--- config.mk ---
export PLATFORM = sky130hd
export DESIGN_NAME = sbirq_core
export DESIGN_NICKNAME = d
export VERILOG_FILES = /design/src/shared/sbirq_pkg.sv /design/src/rtl/sbirq_core.sv
export SDC_FILE = /design/constraint.sdc
export NUM_CORES = 1
export LEC_CHECK = 0
export ABC_AREA = 1
export ABC_CLOCK_PERIOD_IN_PS = 1900
export BUFFER_PORTS_ARGS = -buffer_cell sky130_fd_sc_hd__clkbuf_2
export CAP_MARGIN = 10
export CORE_ASPECT_RATIO = 0.9
export CORE_UTILIZATION = 50
export DETAILED_ROUTE_END_ITERATION = 10
export GPL_TIMING_DRIVEN = 0
export HOLD_SLACK_MARGIN = 0.02
export PLACE_DENSITY_LB_ADDON = 0.3
export RECOVER_POWER = 25
export SLEW_MARGIN = 20
export SYNTH_ARGS = -nofsm -noshare
export SYNTH_HDL_FRONTEND = slang
export SYNTH_SLANG_ARGS = --single-unit
--- constraint.sdc ---
create_clock -name pclk -period 1.9 [get_ports pclk]
set_input_delay 0.38 -clock pclk [delete_from_list [all_inputs] [get_ports pclk]]
set_output_delay 0.38 -clock pclk [all_outputs]
set_load 0.03 [all_outputs]
--- src/shared/sbirq_pkg.sv ---
// sbirq_pkg: register map, field positions and reset values of the serial bus
// interrupt/status block; assumes a 32-bit APB, registers word-aligned except the success count at FFBE
package sbirq_pkg;
  // register byte addresses (low 16 bits of paddr)
  localparam logic [15:0] ADDR_SUCCESS_COUNT = 16'hFFBE;
  localparam logic [15:0] ADDR_FLAGS         = 16'hFFC0;
  localparam logic [15:0] ADDR_SLAVE_REPORT  = 16'hFFC4;
  localparam logic [15:0] ADDR_FRAME_COUNT   = 16'hFFC8;
  localparam logic [15:0] ADDR_DATA          = 16'hFFCC;
  localparam logic [15:0] ADDR_TEL_LENGTH    = 16'hFFD0;
  // interrupt_flags bit positions
  localparam int BIT_ERR    = 6;
  localparam int BIT_START  = 5;
  localparam int BIT_STATUS = 4;
  localparam int BIT_MSGEND = 3;
  localparam int BIT_FRMEND = 2;
  // slave_report bit positions
  localparam int BIT_SR_STX  = 4;
  localparam int BIT_SR_LOCK = 2;
  localparam int BIT_SR_RX   = 1;
  localparam int BIT_SR_TX   = 0;
  localparam logic [1:0] SR_MODE = 2'h1;
  // reset and preset values
  localparam logic [8:0] SUCCESS_RESET = 9'h001;
  localparam logic [7:0] FRAME_PRESET  = 8'h20;
  localparam logic [7:0] TEL_STATUS    = 8'h01;
  localparam logic [7:0] TEL_RESET     = 8'h01;
  // status request control codes
  localparam logic [3:0] CTL_STAT0 = 4'h0;
  localparam logic [3:0] CTL_LOCK4 = 4'h4;
  localparam logic [3:0] CTL_LOCK5 = 4'h5;
  localparam logic [3:0] CTL_STAT6 = 4'h6;
  // bit timer width
  localparam int TIMER_W = 8;
endpackage

--- src/rtl/sbirq_core.sv ---
// sbirq_core: interrupt flags, slave report and byte counters of the bus unit
// assumes a bit/field engine on pclk drives the event strobes and field bits
//
// Function
// [RULE1] error flag set by timing/underrun/parity/nack
// [RULE2] start flag on master or addressed request
// [RULE3] status flag on control codes 0,4,5,6
// [RULE4] message end at success zero, cleared by start
// [RULE5] frame end at frame zero, cleared by start
// [RULE6] bit width timer flags timing error
// [RULE7] parity error outside data or in broadcast
// [RULE8] no data parity error after lost broadcast
// [RULE9] nack in header ack slots is error
// [RULE10] late data write gives underrun error
// [RULE11] individual overrun: nack, frame counts, success not
// [RULE12] broadcast overrun: error, stop, hold rx state
// [RULE13] overrun held until data read, frame end
// [RULE14] overrun: ack header, skip data, quiet elsewhere
// [RULE15] status request presets telegraph length 01
// [RULE16] slave report mirrors stx, lock, rx, tx
// [RULE17] slave report top bits read mode 1
// [RULE18] success counter loads length, decrements on ack
// [RULE19] success counter nine bits, low eight read
// [RULE20] frame counter preset 32, decrements every slot
// [RULE21] flags ored to event irq, data irq separate
// [RULE22] write to flags clears error/start/status
// [RULE23] data irq per byte except last and 32nd; code omits it only on transmit, every stored rx byte raises it
// [RULE24] event irq pulses on any flag rising
`timescale 1ns/10ps
module sbirq_core (
  // clock and reset
  input  wire logic        pclk,
  input  wire logic        presetn,
  // apb slave
  input  wire logic        psel,
  input  wire logic        penable,
  input  wire logic        pwrite,
  input  wire logic [31:0] paddr,
  input  wire logic [31:0] pwdata,
  output logic      [31:0] prdata,
  output logic             pready,
  output logic             pslverr,
  // bus engine control levels
  input  wire logic        master_req_set,
  input  wire logic        slave_tx_set,
  input  wire logic        slave_rx_set,
  input  wire logic        slave_tx_enable,
  input  wire logic        locked,
  input  wire logic        broadcast,
  input  wire logic        lost_broadcast,
  input  wire logic        is_receiver,
  input  wire logic        in_data_field,
  input  wire logic        addressed,
  // bus engine events
  input  wire logic        frame_start,
  input  wire logic        addr_ack_master,
  input  wire logic        addr_slave_req,
  input  wire logic        from_lock_unit,
  input  wire logic        ctl_valid,
  input  wire logic [3:0]  ctl_code,
  input  wire logic        len_valid,
  input  wire logic [7:0]  len_rx,
  input  wire logic        bit_start,
  input  wire logic        bit_edge,
  input  wire logic [7:0]  bit_min,
  input  wire logic [7:0]  bit_max,
  input  wire logic        parity_err,
  input  wire logic        nack_hdr,
  input  wire logic        tx_load,
  input  wire logic        data_ack_slot,
  input  wire logic        data_acked,
  input  wire logic        rx_byte_valid,
  input  wire logic [7:0]  rx_byte,
  // bus engine answers
  output logic             hold_ack,
  output logic             rx_stop,
  output logic [7:0]       tx_byte,
  // interrupts
  output logic             data_irq,
  output logic             event_irq
);
  logic [4:0] flags_reg;
  logic [4:0] flags_next;
  logic [8:0] success_reg;
  logic [7:0] frame_reg;
  logic [7:0] tel_len_reg;
  logic [7:0] data_reg;
  logic       rx_full_reg;
  logic       tx_empty_reg;
  logic       overrun_reg;
  logic [7:0] timer_reg;
  logic       ack_reg;
  logic [31:0] rdata_next;
  logic       wr_acc;
  logic       rd_acc;
  logic       flags_wr;
  logic       data_rd;
  logic       data_wr;
  logic       restart;
  logic       timing_err;
  logic       par_irq;
  logic       underrun;
  logic       ovr_bcast;
  logic       status_req;
  logic       start_ev;
  logic       succ_dec;
  logic       rx_store;
  logic       last_byte;
  logic       frame_last;

  ////////////////////////////////////////////////////////////////////////////
  // apb decode
  assign wr_acc   = psel && penable && pwrite;
  assign rd_acc   = psel && penable && !pwrite;
  assign flags_wr = wr_acc && (paddr[15:0] == sbirq_pkg::ADDR_FLAGS);
  assign data_wr  = wr_acc && (paddr[15:0] == sbirq_pkg::ADDR_DATA);
  assign data_rd  = rd_acc && (paddr[15:0] == sbirq_pkg::ADDR_DATA);
  assign restart  = master_req_set || slave_tx_set || slave_rx_set;

  always_comb begin
    rdata_next = 32'h0000_0000;
    unique case (paddr[15:0])
      sbirq_pkg::ADDR_SUCCESS_COUNT: rdata_next[7:0] = success_reg[7:0]; // [RULE19]
      sbirq_pkg::ADDR_FLAGS:         rdata_next[6:2] = flags_reg;
      sbirq_pkg::ADDR_SLAVE_REPORT: begin
        rdata_next[7:6] = sbirq_pkg::SR_MODE; // [RULE17]
        rdata_next[sbirq_pkg::BIT_SR_STX]  = slave_tx_enable; // [RULE16]
        rdata_next[sbirq_pkg::BIT_SR_LOCK] = locked;
        rdata_next[sbirq_pkg::BIT_SR_RX]   = rx_full_reg;
        rdata_next[sbirq_pkg::BIT_SR_TX]   = !tx_empty_reg; // high while a byte waits
      end
      sbirq_pkg::ADDR_FRAME_COUNT:   rdata_next[7:0] = frame_reg;
      sbirq_pkg::ADDR_DATA:          rdata_next[7:0] = data_reg;
      sbirq_pkg::ADDR_TEL_LENGTH:    rdata_next[7:0] = tel_len_reg;
      default:                       rdata_next = 32'h0000_0000;
    endcase
  end

  always_ff @(posedge pclk or negedge presetn) begin
    if (!presetn) begin
      prdata  <= 32'h0000_0000;
      pready  <= 1'b0;
      pslverr <= 1'b0;
    end else begin
      pready  <= 1'b1;
      pslverr <= 1'b0;
      prdata  <= rdata_next;
    end
  end

  ////////////////////////////////////////////////////////////////////////////
  // error sources
  always_ff @(posedge pclk or negedge presetn) begin
    if (!presetn) begin
      timer_reg <= 8'h00;
    end else if (bit_start || bit_edge) begin
      timer_reg <= 8'h00;
    end else if (timer_reg != 8'hFF) begin
      timer_reg <= timer_reg + 8'h01; // [RULE6]
    end
  end

  assign timing_err = bit_edge && ((timer_reg < bit_min) || (timer_reg > bit_max)); // [RULE6]
  assign par_irq    = parity_err && is_receiver && (addressed || !overrun_reg) &&
                      (!in_data_field || (broadcast && !lost_broadcast)); // [RULE7] [RULE8]
  assign underrun   = tx_load && in_data_field && tx_empty_reg && !is_receiver; // [RULE10]
  assign ovr_bcast  = rx_byte_valid && rx_full_reg && is_receiver && broadcast && addressed; // [RULE12]
  assign status_req = ctl_valid && !addr_ack_master &&
                      ((ctl_code == sbirq_pkg::CTL_STAT0) || (ctl_code == sbirq_pkg::CTL_LOCK4) ||
                       (ctl_code == sbirq_pkg::CTL_LOCK5) || (ctl_code == sbirq_pkg::CTL_STAT6)); // [RULE3]
  assign start_ev   = addr_ack_master || (addr_slave_req && (!locked || from_lock_unit)); // [RULE2]

  ////////////////////////////////////////////////////////////////////////////
  // interrupt flags, set wins over clear
  always_comb begin
    flags_next = flags_reg;
    if (flags_wr) begin
      flags_next[sbirq_pkg::BIT_ERR-2]    = 1'b0; // [RULE22]
      flags_next[sbirq_pkg::BIT_START-2]  = 1'b0;
      flags_next[sbirq_pkg::BIT_STATUS-2] = 1'b0;
    end
    if (restart) begin
      flags_next[sbirq_pkg::BIT_MSGEND-2] = 1'b0; // [RULE4]
      flags_next[sbirq_pkg::BIT_FRMEND-2] = 1'b0; // [RULE5]
    end
    if (timing_err || par_irq || (nack_hdr && !is_receiver) || underrun || ovr_bcast)
      flags_next[sbirq_pkg::BIT_ERR-2] = 1'b1; // [RULE1] [RULE9]
    if (start_ev)
      flags_next[sbirq_pkg::BIT_START-2] = 1'b1; // [RULE2]
    if (status_req)
      flags_next[sbirq_pkg::BIT_STATUS-2] = 1'b1; // [RULE3]
    if (succ_dec && (success_reg == 9'h001))
      flags_next[sbirq_pkg::BIT_MSGEND-2] = 1'b1; // [RULE4] [RULE18]
    if (data_ack_slot && (frame_reg == 8'h01))
      flags_next[sbirq_pkg::BIT_FRMEND-2] = 1'b1; // [RULE5] [RULE13]
  end

  always_ff @(posedge pclk or negedge presetn) begin
    if (!presetn) begin
      flags_reg <= 5'h00;
    end else begin
      flags_reg <= flags_next;
    end
  end

  always_ff @(posedge pclk or negedge presetn) begin
    if (!presetn) begin
      event_irq <= 1'b0;
    end else begin
      event_irq <= |(flags_next & ~flags_reg); // [RULE21] [RULE24]
    end
  end

  ////////////////////////////////////////////////////////////////////////////
  // counters
  assign succ_dec = data_ack_slot && data_acked && !(overrun_reg && is_receiver); // [RULE11]

  always_ff @(posedge pclk or negedge presetn) begin
    if (!presetn) begin
      success_reg <= sbirq_pkg::SUCCESS_RESET;
    end else if (len_valid || status_req) begin
      success_reg <= (len_rx == 8'h00 && !status_req) ? 9'h100 :
                     {1'b0, (status_req ? sbirq_pkg::TEL_STATUS : len_rx)}; // [RULE18] [RULE19]
    end else if (succ_dec && (success_reg != 9'h000)) begin
      success_reg <= success_reg - 9'h001; // [RULE18]
    end
  end

  always_ff @(posedge pclk or negedge presetn) begin
    if (!presetn) begin
      frame_reg <= sbirq_pkg::FRAME_PRESET;
    end else if (frame_start) begin
      frame_reg <= sbirq_pkg::FRAME_PRESET; // [RULE20]
    end else if (data_ack_slot && (frame_reg != 8'h00)) begin
      frame_reg <= frame_reg - 8'h01; // [RULE20] [RULE11]
    end
  end

  always_ff @(posedge pclk or negedge presetn) begin
    if (!presetn) begin
      tel_len_reg <= sbirq_pkg::TEL_RESET;
    end else if (status_req) begin
      tel_len_reg <= sbirq_pkg::TEL_STATUS; // [RULE15]
    end else if (len_valid) begin
      tel_len_reg <= len_rx;
    end else if (wr_acc && (paddr[15:0] == sbirq_pkg::ADDR_TEL_LENGTH)) begin
      tel_len_reg <= pwdata[7:0];
    end
  end

  ////////////////////////////////////////////////////////////////////////////
  // data register and overrun
  assign rx_store = rx_byte_valid && is_receiver && addressed && !overrun_reg && !rx_full_reg;

  always_ff @(posedge pclk or negedge presetn) begin
    if (!presetn) begin
      data_reg     <= 8'h00;
      rx_full_reg  <= 1'b0;
      tx_empty_reg <= 1'b1;
    end else begin
      if (rx_store) begin
        data_reg    <= rx_byte; // [RULE14]
        rx_full_reg <= 1'b1;
      end else if (data_wr) begin
        data_reg    <= pwdata[7:0];
      end
      if (ovr_bcast)
        rx_full_reg <= 1'b1; // [RULE12]
      else if (data_rd && !rx_store)
        rx_full_reg <= 1'b0;
      if (tx_load)
        tx_empty_reg <= 1'b1;
      else if (data_wr)
        tx_empty_reg <= 1'b0;
    end
  end

  always_ff @(posedge pclk or negedge presetn) begin
    if (!presetn) begin
      overrun_reg <= 1'b0;
    end else if (rx_byte_valid && is_receiver && addressed && rx_full_reg) begin
      overrun_reg <= 1'b1; // [RULE13]
    end else if (rx_byte_valid && !rx_full_reg) begin
      overrun_reg <= 1'b0; // [RULE12]
    end
  end

  always_ff @(posedge pclk or negedge presetn) begin
    if (!presetn) begin
      hold_ack <= 1'b0;
      rx_stop  <= 1'b0;
      tx_byte  <= 8'h00;
    end else begin
      hold_ack <= in_data_field && (overrun_reg || rx_full_reg) && is_receiver; // [RULE11] [RULE14]
      rx_stop  <= ovr_bcast || (rx_stop && !frame_start); // [RULE12]
      if (tx_load)
        tx_byte <= data_reg;
    end
  end

  ////////////////////////////////////////////////////////////////////////////
  // data interrupt
  assign last_byte  = (success_reg == 9'h001);
  assign frame_last = (frame_reg == 8'h01);

  always_ff @(posedge pclk or negedge presetn) begin
    if (!presetn) begin
      data_irq <= 1'b0;
    end else begin
      data_irq <= (tx_load && !last_byte && !frame_last) || rx_store; // [RULE21] [RULE23]
    end
  end

  ////////////////////////////////////////////////////////////////////////////
  // checks
  property p_err_on_timing;
    @(posedge pclk) disable iff (!presetn) timing_err |=> flags_reg[sbirq_pkg::BIT_ERR-2];
  endproperty
  a_err_on_timing: assert property (p_err_on_timing) else $error("timing err lost"); // [RULE6]

  property p_msg_clear;
    @(posedge pclk) disable iff (!presetn)
      (restart && !(succ_dec && success_reg == 9'h001)) |=> !flags_reg[sbirq_pkg::BIT_MSGEND-2];
  endproperty
  a_msg_clear: assert property (p_msg_clear) else $error("msg end not cleared"); // [RULE4]

  property p_frame_dec;
    @(posedge pclk) disable iff (!presetn)
      (data_ack_slot && !frame_start && frame_reg != 8'h00) |=> frame_reg == $past(frame_reg) - 8'h01;
  endproperty
  a_frame_dec: assert property (p_frame_dec) else $error("frame count not decremented"); // [RULE20]

  property p_frame_end;
    @(posedge pclk) disable iff (!presetn)
      (data_ack_slot && frame_reg == 8'h01) |=> flags_reg[sbirq_pkg::BIT_FRMEND-2] &&
        (event_irq || $past(flags_reg[sbirq_pkg::BIT_FRMEND-2]));
  endproperty
  a_frame_end: assert property (p_frame_end) else $error("frame end missing"); // [RULE5]

  property p_ovr_hold;
    @(posedge pclk) disable iff (!presetn)
      (overrun_reg && data_ack_slot && is_receiver) |=> success_reg == $past(success_reg);
  endproperty
  a_ovr_hold: assert property (p_ovr_hold) else $error("success moved in overrun"); // [RULE11]

  property p_status_len;
    @(posedge pclk) disable iff (!presetn) status_req |=> tel_len_reg == sbirq_pkg::TEL_STATUS;
  endproperty
  a_status_len: assert property (p_status_len) else $error("length not preset"); // [RULE15]

  property p_clear_flags;
    @(posedge pclk) disable iff (!presetn)
      (flags_wr && !start_ev) |=> !flags_reg[sbirq_pkg::BIT_START-2];
  endproperty
  a_clear_flags: assert property (p_clear_flags) else $error("start flag not cleared"); // [RULE22]

  property p_irq_rise;
    @(posedge pclk) disable iff (!presetn)
      (flags_reg != 5'h00 && $past(flags_reg) == 5'h00) |-> event_irq;
  endproperty
  a_irq_rise: assert property (p_irq_rise) else $error("no event pulse"); // [RULE24]

  property p_no_data_irq_ovr;
    @(posedge pclk) disable iff (!presetn) ovr_bcast |=> !data_irq;
  endproperty
  a_no_data_irq_ovr: assert property (p_no_data_irq_ovr) else $error("data irq in overrun"); // [RULE12]

endmodule // sbirq_core

# After elaboration in Yosys (flattened, before gate mapping)
# Cells that the tools add are included.
# word_totals
regBits	70
output_inout_bits	46
wordCells	159
# classes
addsub	3
n_lt_le_gt_ge	2
eq_ne	12
mux	34
bitwise_logic	2
reduce_logical	90
# op_table
op	count
$eq A16 B16 Y1 const B	6
$mux W8	10
$logic_and A1 B1 Y1	43
$mux W9	3
$logic_or A1 B1 Y1	19
$pmux W1 S6	3
$logic_not A1 Y1	15
$eq A4 B3 Y1 const B	3
$mux W1	12
$reduce_bool A2 Y1	6
$pmux W1 S5	2
$pmux W2 S5	1
$eq A9 B1 Y1 const B	1
$reduce_bool A9 Y1	1
$sub A9 B1 Y9 const B	1
$add A8 B1 Y8 const B	1
$eq A8 B1 Y1 const B	1
$gt A8 B8 Y1	1
$logic_not A8 Y1	1
$lt A8 B8 Y1	1
$ne A8 B8 Y1 const B	1
$reduce_bool A8 Y1	1
$sub A8 B1 Y8 const B	1
$reduce_bool A3 Y1	2
7 further kinds	7

# Logic depth before layout (Yosys ltp)
# depth
depth_word	11
mapped_depth	15
ltp_nobuf	15

# Worst setup path after synthesis
# No wires, ideal clock.
# synth_timing
path_type	reg-to-reg
from	register success_reg[0]
to	register success_reg[4]
setup_ns	0.076
arrival_time_ns	1.438
required_time_ns	1.824
slack_ns	0.386
stages_incl_launch_ff	11
path_buffers	1
period_less_slack_ns	1.514
path_cell_list	dfstp_2 inv_1 ha_1 nand2_1 nor2_2 nand4_1 nand2_1 nand2_1 buf_4 nand2_1 o21ai_1
# synth_between
elab_chain_cells	3
elab_cells_between_ends	6
cone_classes	add/sub: 1; mux: 2; reduce/logical: 3
# synth_rtl
item	line_no	source
start: declaration	sbirq_core.sv:84	logic [8:0] success_reg;
start signal: assignment	sbirq_core.sv:220	success_reg <= sbirq_pkg::SUCCESS_RESET;
start signal: assignment	sbirq_core.sv:222	success_reg <= (len_rx == 8'h00 && !status_req) ? 9'h100 :
start signal: assignment	sbirq_core.sv:225	success_reg <= success_reg - 9'h001;
$sub A9 B1 Y9 or $reduce_bool A9 Y1 (tied branches)	sbirq_core.sv:225, sbirq_core.sv:224	
$mux W9 or $logic_and A1 B1 Y1 (tied branches)	sbirq_core.sv:224	end else if (succ_dec && (success_reg != 9'h000)) begin
$mux W9 or $reduce_bool A2 Y1 (tied branches)	n/a	
# Several ways; a longest one is shown, not always the timed one. The select of a mux whose other input is x is not followed.
# A chain may end at the register's enable or synchronous reset.

# Worst setup path after layout
# layout_timing
from	register success_reg[0]
to	register success_reg[5]
# Same word-level chain as after synthesis.

==> impl_metrics.toml <==
[worst_setup_path]
slowest_delay_ns = 0.55
cp-start-kind = "flop"
path_cells = "inv_1, ha_1, nand2_1, nor2_2, nand4_1, nand2_2, nand2_1, buf_4, nand2_1, o21ai_1"
crit_fanout = 10
path_buf_inv = 2
r2r_cells = 10
critPathKind = "flop to flop"
arrival_ns = 1.99
critPathSlowestCell = "dfstp_2"
cp.depth = 10
rrSetupSlack_ns = 0.19
cp_top_family = "flip-flops"
cp_common_cell = "nand2_1"
reg2reg_to = "success_reg[5]"
rr_startpoint = "success_reg[0]"
cp.required_ns = 2.18
endpoint_kind = "flop"

[clock_tree]
cts.sinks = 70
cts_tree = "yes"
clockBufferDepth = 2
cts_buffers = 9
clock_latency_ns = 0.36
clkTransAtPathRegs_ns = 0.08
cts_max_level = 3
root_buffer = "clkbuf_8"

[power_and_ir_drop]
power.density_nw_per_um2 = 800
finalPower_uw = 4400
seq_power_share = 0.440
p_sw_frac = 0.345
p_int_uw = 2880
combPwrFrac = 0.259
clockPowerShare = 0.301
p_sw_uw = 1520
peakVddDrop_uv = 504
p_leak_uw = 0.00317

[drt]
drt_iter0_drc = 225
wl_mm = 11.3
dr.pass1.iters = 6
viasPerCell = 5.02
ant_nets = 0
wl_per_cell_um = 12.8
route.detailed.drc = 0
via_count = 4455

[sta]
drv_slew = 0
finalSetupViolations = 0
fmax_mhz = 584
skew_ns = 0.00713
max-slew-margin-rel = 0.509
fin_crit_ns = 1.71
worst_pin_slew_ns = 0.736
min_period_over_period = 0.902
rsz0062_at_grt = "no"
tns_ns = 0
hold_violations = 0

[layout]
seqCellArea_sq_um = 1760
multi_input_comb_area_sq_um = 2270
syn2layout_area_growth_pct = 23.4
fin_nets = 912
layout_common_cells = "nand2_1 (212), clkbuf_2 (108), inv_1 (75), dfrtp_1 (66), nor2_1 (43)"
drive_gt1_frac = 0.230
mostFrequentLayoutCell = "nand2_1"
num-fill-cells = 802
largest_register_ffs = 9
antenna_cells = 0

[floorplanning]
rows = 32
initial_core_util = 0.518
die_y_um = 91.6
io_pins = 175
core_sq_um = 8610
die_area_sq_um = 9300
die_x_um = 102

[grt]
grt_pass1_wl_mm = 18.9
antenna_found_initial = 0
overflow = 0
grt_max_degree = 44
grt_usage = 0.263
grt_pass1_vias = 4306

[hold_path]
min-delay-start = "rx_byte_valid"
min_path_cells = 2
hp-class = "input pin to flop"
hold_end = "overrun_reg"

[yosys]
syn_area_per_cell_sq_um = 7.23
synth_cell_types = 46
synth_seq_cells = 70
syn_area_sq_um = 4460
ys.warnings.count = 0
ys_seq_area_frac = 0.394
syn_inst = 617

[run]
timing.max_cap.violations = 0

[placement]
place_congestion = 0.899
hpwlAfterDp_mm = 9.11
port_buffers = 108

[run_status]
status = "finished clean"
area by class of cell:
class                      instances  area share
sequential                        70       0.319
inverter                          77      0.0525
timing repair buffer             111       0.106
tap                              119      0.0271
clock inverter                     6      0.0159
buffer                            32      0.0421
clock buffer                      10      0.0232
multi-input combinational        462       0.413
cells by family after synthesis:
logic type      after synthesis  synth area share
simple gates                329             0.321
xor+xnor                      3           0.00589
buf+inv                     109             0.117
other cells                   2           0.00168
flops                        70             0.394
fa+ha+maj                    20            0.0561
compound gates               84             0.105
Yosys cell counts, drive strengths merged:
cell type  number  area (sq um)
nand2         219           870
inv            77           289
dfrtp          66          1650
o21ai          53           273
nor2           46           194
nand3          38           190
buf            30           224
ha             20           250
a21oi          12          60.1
nand4           9          56.3
nor3            6          46.3
o22ai           6          37.5
and2            4          28.8
dfstp           4           105
a31oi           3          18.8
nor4            3          18.8
and3            2          12.5
clkbuf          2          7.51
conb            2          7.51
o21bai          2          15.0
o31ai           2          15.0
xor2            2          17.5
a21o            1          7.51
a22oi           1          7.51
a2bb2oi         1          8.76
nor3b           1          7.51
o211ai          1          7.51
o21a            1          7.51
o32ai           1          8.76
or3             1          6.26
xnor2           1          8.76
worst max-delay path by stage:
stage / from / endpoint / slack (ns)
2_1_floorplan: success_reg[0] / success_reg[4] / 0.39
3_3_place_gp: presetn / frame_reg[1] / -0.09
3_5_place_dp: success_reg[0] / success_reg[5] / 0.16
4_1_cts: success_reg[0] / success_reg[5] / 0.14
5_1_grt: timer_reg[1] / timer_reg[3] / 0.005
6_report: success_reg[0] / success_reg[5] / 0.19
routing by layer:
metal	share of wire	wire, um	vias up	global-route usage
li1	-	-	2224	-
met1	0.44	4960	2037	0.347
met2	0.48	5410	176	0.434
met3	0.071	799	18	0.0446
met4	0.013	148	0	0.0882
met5	0	0	-	0
stage by stage:
stage	instances	utilization	worst slack, ns	hold slack [ns]	area (sq um)
5_1_grt	887	0.639	0.00456	0.212	5500
2_1_floorplan	641	-	0.386	0.0844	4550
6_report	887	0.639	0.186	0.205	5500
4_1_cts	886	0.638	0.140	0.197	5490
3_3_place_gp	868	0.608	-0.0851	0.445	5240
3_5_place_dp	869	0.612	0.157	0.357	5270
what timing repair did:
action | 4_1_cts | 5_1_grt
setup buffers | 0 | 1
hold buffers | 1 | 0
setup endpoints to repair | 0 | 8
hold endpoints to repair | 26 | 0
gates resized for setup | 0 | 1
power by group through the flow:
stage                     clock [uW]  combinational (uW)  sequential [uW]
after floorplan                    0                 648             2040
after global placement             0                1100             1940
after detailed placement           0                1130             1960
after CTS                       1340                1140             1930
after global routing            1410                1290             1960
final                           1320                1140             1930
(Power assumes the default switching activity.)
